<file path="src/pdm_pkg.sv">
// Package for the power-down mode controller: power control register layout,
// state encoding and timing counts.
// Assumes a single 25 MHz system clock and a CPU core that honours the
// stall, vector and RAM-block outputs of the controller.
// Operation
// - Setting power-down bit stops instruction execution
// - Enabled wake line a or b ends power-down
// - Interrupt wake clears bit, restarts clocks
// - Hold execution until wake line released
// - Interrupt wake resumes in service routine
// - Interrupt wake keeps registers and RAM
// - Reset pin clears bit asynchronously, restores clocks
// - Reset wake runs briefly, then vectors zero
// - Block RAM access during resumed execution
// - Reset wake reinitialises registers, keeps RAM
// - Power-down drives both strobes low, holds ports, floats port 0 with external code
// - Power-down bit 1, idle bit 0
// - Both bits set selects power-down
// - Power-down stops oscillator, freezes clocks, retains state
package pdm_pkg;

   // ****************************************************************
   // Power control register layout
   // ****************************************************************
   localparam int unsigned PCR_WIDTH = 8;
   localparam int unsigned PCR_IDLE_BIT = 0;
   localparam int unsigned PCR_PD_BIT = 1;
   localparam int unsigned PCR_GF0_BIT = 2;
   localparam int unsigned PCR_GF1_BIT = 3;
   localparam logic [7:0] PCR_RESET = 8'h00;
   localparam logic [7:0] PCR_WRITE_MASK = 8'h0f;
   localparam logic [15:0] RESET_VECTOR = 16'h0000;

   // ****************************************************************
   // Timing
   // ****************************************************************
   localparam int unsigned CLK_MHZ = 25;
   // Cycles the oscillator needs after restart before clocks are granted
   localparam int unsigned OSC_START_NS = 1000;
   localparam int unsigned OSC_START_CYC = (OSC_START_NS * CLK_MHZ + 999) / 1000;
   // Brief resumed execution before the internal reset takes over
   localparam int unsigned RST_RUN_CYC = 4;
   localparam int unsigned CNT_W = 8;

   // ****************************************************************
   // States
   // ****************************************************************
   typedef enum logic [6:0] {
      PDM_RUN = 7'h01,
      PDM_IDLE = 7'h02,
      PDM_DOWN = 7'h04,
      PDM_OSC = 7'h08,
      PDM_HOLD = 7'h10,
      PDM_RRUN = 7'h20,
      PDM_RINIT = 7'h40
   } pdm_state_e;

   typedef struct packed {
      logic alive_a;
      logic alive_b;
   } pdm_wake_s;

   typedef struct packed {
      logic stall;
      logic clk_cpu_en;
      logic clk_per_en;
      logic osc_en;
      logic ale;
      logic program_store_strobe;
      logic p0_float;
      logic ram_block;
      logic int_req;
      logic core_reset;
      logic vector_valid;
   } pdm_ctl_s;

endpackage : pdm_pkg

</file>
<file path="src/pdm_wake_sense.sv">
// Clockless wake detector for the two active-low external lines.
// Assumes the lines are stable levels from the pads; this path is
// combinational so it works while the oscillator is stopped.
`timescale 1ns/1ps
module pdm_wake_sense (
   // Pads and enables
   input wire logic i_wake_a_n,
   input wire logic i_wake_b_n,
   input wire logic i_en_a,
   input wire logic i_en_b,
   // Wake request
   output pdm_pkg::pdm_wake_s o_wake
);

   // No clock: a stopped oscillator cannot hide the level
   assign o_wake.alive_a = i_en_a & ~i_wake_a_n;
   assign o_wake.alive_b = i_en_b & ~i_wake_b_n;

endmodule // pdm_wake_sense

</file>
<file path="src/pdm_ctrl.sv">
// Power-down and idle mode controller: mode entry, wake-up by external
// interrupt or reset pin, clock and strobe control.
// Assumes the core pulses i_pcr_we with data on the instruction that
// writes the power control register, and stops on o_ctl.stall.
`timescale 1ns/1ps
module pdm_ctrl (
   // Clock and reset
   input wire logic i_clk,
   input wire logic i_sys_rst,
   // Core side
   input wire logic i_pcr_we,
   input wire logic [7:0] i_pcr_wdata,
   input wire logic i_ext_code,
   input wire logic i_irq_taken,
   // Wake pins and enables
   input wire logic i_wake_a_n,
   input wire logic i_wake_b_n,
   input wire logic i_en_a,
   input wire logic i_en_b,
   input wire logic i_rst_pin,
   // Outputs
   output logic [7:0] o_pcr,
   output pdm_pkg::pdm_ctl_s o_ctl,
   output logic [15:0] o_vector,
   output logic o_in_power_down
);

   // ****************************************************************
   // State
   // ****************************************************************
   typedef struct packed {
      pdm_pkg::pdm_state_e st;
      logic [7:0] pcr;
      // Shared by oscillator start and the brief run after a reset pin
      logic [pdm_pkg::CNT_W-1:0] cnt;
      logic [1:0] sync_a;
      logic [1:0] sync_b;
      logic [1:0] sync_r;
      pdm_pkg::pdm_ctl_s ctl;
      logic pd_out;
      logic [15:0] vec;
   } pdm_st_s;

   pdm_st_s r;
   pdm_st_s next_r;
   // Raw pin-side wake, valid while the oscillator is stopped
   pdm_pkg::pdm_wake_s wake;
   logic wake_any;
   logic line_low;

   pdm_wake_sense u_wake (
      .i_wake_a_n(i_wake_a_n),
      .i_wake_b_n(i_wake_b_n),
      .i_en_a(i_en_a),
      .i_en_b(i_en_b),
      .o_wake(wake)
   );

   // Clockless wake sensed directly; fine in stopped-clock state
   assign wake_any = wake.alive_a | wake.alive_b;
   // Release is judged on synchronised levels only,
   // so a glitch on a released line cannot restart the routine
   assign line_low = (i_en_a & ~r.sync_a[1]) | (i_en_b & ~r.sync_b[1]);

   // Control outputs of normal running; decoded in two places
   function automatic pdm_pkg::pdm_ctl_s run_ctl(input logic ext_code);
      pdm_pkg::pdm_ctl_s c;
      c = '0;
      c.clk_cpu_en = 1'b1;
      c.clk_per_en = 1'b1;
      c.osc_en = 1'b1;
      c.ale = 1'b1;
      c.program_store_strobe = 1'b1;
      c.p0_float = 1'b0;
      return c;
   endfunction

   // ****************************************************************
   // Next state
   // ****************************************************************
   always_comb begin
      next_r = r;
      next_r.sync_a = {r.sync_a[0], i_wake_a_n};
      next_r.sync_b = {r.sync_b[0], i_wake_b_n};
      next_r.sync_r = {r.sync_r[0], i_rst_pin};
      next_r.ctl = run_ctl(i_ext_code);
      next_r.ctl.int_req = 1'b0;
      next_r.ctl.vector_valid = 1'b0;
      next_r.pd_out = 1'b0;
      if (r.cnt != '0) begin
         next_r.cnt = r.cnt - 1'b1;
      end
      case (r.st)
         pdm_pkg::PDM_RUN: begin
            // Writes land only while running; a stalled core cannot issue one
            if (i_pcr_we) begin
               next_r.pcr = i_pcr_wdata & pdm_pkg::PCR_WRITE_MASK;
               if (i_pcr_wdata[pdm_pkg::PCR_PD_BIT]) begin
                  next_r.st = pdm_pkg::PDM_DOWN;
               end else if (i_pcr_wdata[pdm_pkg::PCR_IDLE_BIT]) begin
                  next_r.st = pdm_pkg::PDM_IDLE;
               end
            end
         end
         pdm_pkg::PDM_IDLE: begin
            next_r.ctl.stall = 1'b1;
            next_r.ctl.clk_cpu_en = 1'b0;
            // Peripherals keep their clock; only the core waits
            next_r.ctl.p0_float = i_ext_code;
            if (wake_any | i_irq_taken) begin
               next_r.pcr[pdm_pkg::PCR_IDLE_BIT] = 1'b0;
               next_r.st = pdm_pkg::PDM_RUN;
            end
         end
         pdm_pkg::PDM_DOWN: begin
            // Oscillator off, clocks frozen, state retained
            next_r.ctl.stall = 1'b1;
            next_r.ctl.clk_cpu_en = 1'b0;
            next_r.ctl.clk_per_en = 1'b0;
            next_r.ctl.osc_en = 1'b0;
            next_r.ctl.ale = 1'b0;
            next_r.ctl.program_store_strobe = 1'b0;
            next_r.ctl.p0_float = i_ext_code;
            next_r.pd_out = 1'b1;
            if (wake_any) begin
               // Registers and RAM untouched on this path
               next_r.pcr[pdm_pkg::PCR_PD_BIT] = 1'b0;
               next_r.pcr[pdm_pkg::PCR_IDLE_BIT] = 1'b0;
               next_r.ctl.osc_en = 1'b1;
               next_r.cnt = pdm_pkg::CNT_W'(pdm_pkg::OSC_START_CYC);
               next_r.st = pdm_pkg::PDM_OSC;
            end
         end
         pdm_pkg::PDM_OSC: begin
            // Clocks stay gated until the restarted oscillator has settled
            next_r.ctl.stall = 1'b1;
            next_r.ctl.clk_cpu_en = 1'b0;
            next_r.ctl.clk_per_en = 1'b0;
            if (r.cnt == '0) begin
               next_r.st = pdm_pkg::PDM_HOLD;
            end
         end
         pdm_pkg::PDM_HOLD: begin
            // Level wake: resuming while a line is low would re-enter the routine
            next_r.ctl.stall = 1'b1;
            if (!line_low) begin
               next_r.ctl.stall = 1'b0;
               next_r.ctl.int_req = 1'b1;
               next_r.st = pdm_pkg::PDM_RUN;
            end
         end
         pdm_pkg::PDM_RRUN: begin
            // Port pins stay usable; only the internal RAM is fenced off
            next_r.ctl.ram_block = 1'b1;
            if (r.cnt == '0) begin
               next_r.st = pdm_pkg::PDM_RINIT;
            end
         end
         pdm_pkg::PDM_RINIT: begin
            // Reinitialise control registers; RAM is outside this block
            next_r.pcr = pdm_pkg::PCR_RESET;
            next_r.ctl.core_reset = 1'b1;
            next_r.ctl.vector_valid = 1'b1;
            next_r.vec = pdm_pkg::RESET_VECTOR;
            next_r.ctl.stall = 1'b1;
            if (!r.sync_r[1]) begin
               next_r.st = pdm_pkg::PDM_RUN;
            end
         end
         default: begin
            // Unreachable code: fall back to running
            next_r.st = pdm_pkg::PDM_RUN;
         end
      endcase
      // Reset pin wake from power-down; clears bit without waiting
      // Placed after the case so the pin outranks a wake in the same cycle
      if (r.sync_r[1] && (r.st == pdm_pkg::PDM_DOWN || r.st == pdm_pkg::PDM_IDLE)) begin
         next_r.ctl = run_ctl(i_ext_code);
         next_r.ctl.ram_block = 1'b1;
         next_r.pcr[pdm_pkg::PCR_PD_BIT] = 1'b0;
         next_r.pcr[pdm_pkg::PCR_IDLE_BIT] = 1'b0;
         next_r.cnt = pdm_pkg::CNT_W'(pdm_pkg::RST_RUN_CYC);
         next_r.st = pdm_pkg::PDM_RRUN;
      end
   end

   // ****************************************************************
   // Registers
   // ****************************************************************
   // The reset pin is a wake source here, not a register reset
   always_ff @(posedge i_clk or posedge i_sys_rst) begin
      if (i_sys_rst) begin
         r.st <= pdm_pkg::PDM_RUN;
         r.pcr <= pdm_pkg::PCR_RESET;
         r.cnt <= '0;
         // Idle pin levels, so no false wake follows reset
         r.sync_a <= 2'h3;
         r.sync_b <= 2'h3;
         r.sync_r <= 2'h0;
         r.ctl <= '0;
         r.pd_out <= 1'b0;
         r.vec <= pdm_pkg::RESET_VECTOR;
      end else begin
         r <= next_r;
      end
   end

   // ****************************************************************
   // Outputs
   // ****************************************************************
   // Bit cleared at once by the pin, without the clock; the register
   // copy follows once the pin has passed its synchroniser
   always_comb begin
      o_pcr = r.pcr;
      if (i_rst_pin) begin
         o_pcr[pdm_pkg::PCR_PD_BIT] = 1'b0;
      end
   end
   assign o_ctl = r.ctl;
   assign o_vector = r.vec;
   assign o_in_power_down = r.pd_out;

endmodule // pdm_ctrl

</file>
<file path="config.mk">
export PLATFORM = sky130hd
export DESIGN_NAME = pdm_ctrl
export DESIGN_NICKNAME = d
export VERILOG_FILES = /design/src/pdm_pkg.sv /design/src/pdm_wake_sense.sv /design/src/pdm_ctrl.sv
export SDC_FILE = /design/constraint.sdc
export NUM_CORES = 1
export LEC_CHECK = 0
export ABC_AREA = 1
export BUFFER_PORTS_ARGS = -buffer_cell sky130_fd_sc_hd__buf_2
export CORE_ASPECT_RATIO = 1.4
export CORE_MARGIN = 1
export CORE_UTILIZATION = 56
export DETAILED_ROUTE_END_ITERATION = 7
export PLACE_DENSITY = 0.84
export SLEW_MARGIN = 20
export SYNTH_ARGS = -nofsm -noshare
export SYNTH_HDL_FRONTEND = slang
export SYNTH_HIERARCHICAL = 1
export SYNTH_SLANG_ARGS = --single-unit
</file>
<file path="constraint.sdc">
create_clock -name i_clk -period 2.2 [get_ports i_clk]
set_clock_uncertainty 0.05 [all_clocks]
set_input_delay 0.22 -clock i_clk [delete_from_list [all_inputs] [get_ports i_clk]]
set_output_delay 0.22 -clock i_clk [all_outputs]
set_load 0.005 [all_outputs]
</file>
After elaboration in Yosys (flattened, before gate mapping)
Index checks and enable logic that the tools add are counted.

storage, ports and cells
  register bits = 41
  input port bits = 18
  output and inout port bits = 36

operators by class
  add/subtract/negate cells = 1
  equal/unequal tests = 16
  muxes and demuxes = 33
  bitwise gates (word level) = 11
  reduce and logical (&&, ||, !) cells = 15

operators with widths
  operator                                                                number
  7-bit two-way mux                                                       9
  7-bit case mux with 7 select lines                                      1
  10-bit two-way mux                                                      2
  8-bit two-way mux                                                       2
  15-bit two-way mux                                                      1
  3-bit != test (second input constant)                                   5
  6-bit case mux with 2 select lines                                      1
  1-bit two-way mux                                                       11
  11-bit two-way mux                                                      1
  8-bit logical NOT                                                       1
  8-bit AND reduction                                                     1
  8-bit nonzero test                                                      1
  8-bit by 1-bit subtractor with 8-bit output (second input constant)     1
  7-bit by 1-bit equality test with 1-bit output (second input constant)  1
  7-bit by 2-bit equality test with 1-bit output (second input constant)  1
  7-bit by 3-bit equality test with 1-bit output (second input constant)  1
  7-bit by 4-bit equality test with 1-bit output (second input constant)  1
  7-bit by 5-bit equality test with 1-bit output (second input constant)  1
  7-bit by 6-bit equality test with 1-bit output (second input constant)  1
  7-bit equality test (second input constant)                             1
  3-bit by 2-bit != test with 1-bit output (second input constant)        2
  5-bit nonzero test                                                      1
  1-bit AND                                                               4
  4-bit != test (second input constant)                                   1
  other kinds (18)                                                        24

Depth between registers and ports, before layout
  depth in word-level cells = 7
  mapped depth = 12
  mapped depth without buffers = 12

Hierarchy
Netlist, hierarchy kept.

modules (own cells, without submodules)
  module          instances  cells each  area each (um^2)
  pdm_ctrl        1          230         1968.1
  pdm_wake_sense  1          4           20.0

Least setup slack after synthesis
OpenSTA, ideal clock, no wires.

  path kind = register -> register
  start point = register r[50] in the netlist's numbering
  end point = register r[41] in the netlist's numbering
  library setup time = 0.071 ns
  arrival time = 1.280 ns
  required time = 2.079 ns
  path slack = 0.799 ns
  cell stages (with the launch flop) = 11
  clock period less this slack = 1.401 ns
  cell sequence = dfstp_2 inv_1 nand2_1 nor2_2 nand2_2 nand2_2 nand2_4 inv_2 nor2_2 nand2_2 nor2_1

RTL lines
  what                    line             RTL
  start, declared         pdm_ctrl.sv:44   pdm_st_s r;
  start signal, assigned  pdm_ctrl.sv:204  r <= next_r;

==> results.md <==
- Die Footprint: 3800 um2
- Sequential area share after synthesis: 44.4%
- Synth unique cells: 27
- Leakage power: about 1.2 nW
- Total routed wirelength: 3410 um
- I/O Buffers: 29
- First-pass detailed-route iteration total: 4
- Leading register cell type out of synthesis: dfrtp_1
- Setup-violating endpoint count in the final report: 0
- Clk slew on worst S/H paths: 80 ps
- Worst-path maximum fanout: 5
- Wire length per cell after detailed routing: 11.3 um
- Number of flops mapped to enable cells by yosys: 0
- Total of warnings raised by yosys: 6
- Number of vias in the routed layout: 1388
- Count of antenna-violating nets left after detailed routing: 0
- Cell chosen for the clock root: clkbuf_8
- Met3 global-route usage: 4.40%
- Worst slack on hold paths: 92.9 ps
- R2r setup slk: 560 ps
- Number of global-route vias before repair: 1366
- H-Tree Depth: 2
- Post-synthesis instance area: 1990 um2
- Worst-skew pair later-pin latency: slightly below 300 ps
- Maximum buffer depth of the clock tree: 2
- Initial core utilization: slightly below 60%
- Type of element launching the critical path: input port
- Maximum achievable frequency: 577 MHz
- Post-CTS Setup Inserts: 0
- Crit path to: r[54]
- Post-detail-place hpwl: about 2600 um
- Fraction of post-synthesis cell area in the top cell type by area: roughly 38%
- Net count reported at finish: 280
- Inserted Clock Buffers: 5
- Number of maximum-capacitance violations: 0
- CTS Sinks: 35
- Placed cell count: 289
- DR DRC count: 0
- Fin crit share: around 80%
- Worst Reg2Reg Path Length in Cells: 8
- Endpoint of the lowest-slack register-to-register path: r[37]
- Synthesized area per cell: 8.50 um2
- Placer's final routability congestion estimate: 0.874
- GR Util met2: 36.3%
- FFs w/ async S/R, synth: 100%
- Global-route met1 utilization: between 20% and 30%
- Data arrival, critical path: 1870 ps
- Final hold violations: 0
- Maximum number of pins on one net before global-route repair: 36
- Fraction of final layout cells with drive strength greater than 1: 28.7%
- Outcome: finished, final reports clean
- Non-filler instance count after layout: 301
- Sum of negative setup slack: 0 ps
- Number of antenna violations at the first check in global routing: 0
- Hold WC Path Type: in2reg
- Die outline height: 72.5 um
- Number of primary I/O pins: 54
- Cells after Synth: 234
- Filler cell count: 273
- CP required: ~2300 ps
- First-pass GRT wire length: around 5600 um
- Worst Setup SP: i_wake_b_n
- Core Footprint: 3380 um2
- Detailed Route Iter0 Violations: 39
- GRT Max-Usage Layer: met2
- GR Util All Layers: 20.8%
- Largest vdd supply drop: 895 uV
- Mean number of vias per cell: between 4 and 5
- Crit end category: register
- Area contributors post-synth: dfrtp_1, buf_4, nand2_1
- RSZ-0062 raised after global routing: false
- Synth-to-Final Area Change: 8.62%
- Max-slew violations: 0
- Synth area leader: dfrtp_1
- Total congestion overflow: 0
- Width of the die: between 50 and 60 um
- Diode count: 0
- Power per Cell Area: around 1300 nW/um2
- Worst reg2reg path startpoint: r[34]
- Synthesis-stage register bit count: 35
- Crit Path Category: in2reg
- FP Rows: 25
- TritonCTS clock tree: yes
- Min Clock Period, post-route: 1730 ps
## sequential cells by signal, summed over array words and instances (netlist names)
signal and count:
next_r 3, o_in_power_down 1, o_pcr 3, o_ctl 9, r 19
## cells in the mapped netlist (all sizes together) (5+ instances only)
| master | number |
|---|---|
| nand2 | 51 |
| o21ai | 9 |
| inv | 38 |
| nand3 | 13 |
| nor2 | 29 |
| a21oi | 5 |
| buf | 34 |
| dfrtp | 30 |
| nor3 | 5 |
| dfstp | 5 |
| xor2 | 5 |
## cells in the final DEF (no fill, tap or decap), types with 2 or more instances in the layout
cell type and count:
nor3_1 4, nor2_2 5, inv_2 6, buf_2 29, xnor2_1 2, dfstp_2 5
nand2_4 3, nor2_4 4, o31ai_1 2, clkbuf_8 5, inv_1 32, nand3_1 10
dfrtp_1 30, nand2_1 40, a21oi_1 4, nor2_1 20, nand2_2 8, xor2_1 5
conb_1 20, nand3_2 3, o21ai_0 8, dlygate4sd3_1 4, ha_1 2
## routing by layer
metal	vias up	wire length (um)
met5	-	0
met1	630	1320
met4	0	112
li1	712	-
met3	11	123
met2	35	1850
## stage by stage
step                      total power (W)  cell area [um2]  worst slack (ps)  utilization [%]
after CTS                         0.00289             2160               476             63.9
after global routing              0.00313             2160               294             63.9
after floorplan                   0.00210             2060               799                -
after detailed placement          0.00230             2010               578             59.4
after global placement            0.00224             2010               646             59.4
final                             0.00287             2160               467             63.9
## how the worst min path moves through the flow
stage / cells past startpoint / slack [ps] / endpoint / from
floorplan: 0 / 170 / next_r[31] / i_wake_b_n
global placement: 3 / 280 / r[37] / i_sys_rst
detailed placement: 0 / 290 / r[29] / next_r[29]
CTS: 3 / 100 / o_ctl[4] / i_ext_code
global route: 3 / 100 / o_ctl[4] / i_ext_code
finish: 3 / 90 / o_ctl[4] / i_ext_code
## worst max-delay path, stage by stage
cell and delay, ps:
dlygate4sd3_1 520, buf_2 120, nor2_2 40, nor2_1 310, nand2_1 90, nor2_1 240
nand2_4 90, nand3_2 100, nor2_4 50, nand2_1 50, nand2_1 40
## final cells by class
cell class	count	area [um2]	share of cell area, %
sequential	35	882	40.8
clock buffer	5	68.8	3.19
tap	40	50.0	2.32
clock inverter	3	43.8	2.03
inverter	38	143	6.60
multi-input combinational	146	779	36.1
timing repair buffer	34	193	8.92
## report_power, final
part	internal (W)	switching [W]
clock	0.000337	0.000242
combinational	0.000494	0.000799
sequential	0.000859	0.000138
total	0.00169	0.00118
## logic make-up (layout without fill, tap and decap cells)
family	after synthesis	after routing	synth area share [%]
adder cells (fa/ha/maj)	2	2	1.26
other	1	20	0.189
XOR/XNOR	7	7	3.08
buffers and inverters	72	80	20.0
flip-flops	35	35	44.4
AND/OR/NAND/NOR	100	100	26.2
AO/OA/AOI/OAI	17	17	4.85
## what timing repair did
item                      CTS  global route
hold endpoints to repair   33             0
resized for setup           0             0
hold buffers                4             0
Note: power is estimated with default switching activity, not from simulation.
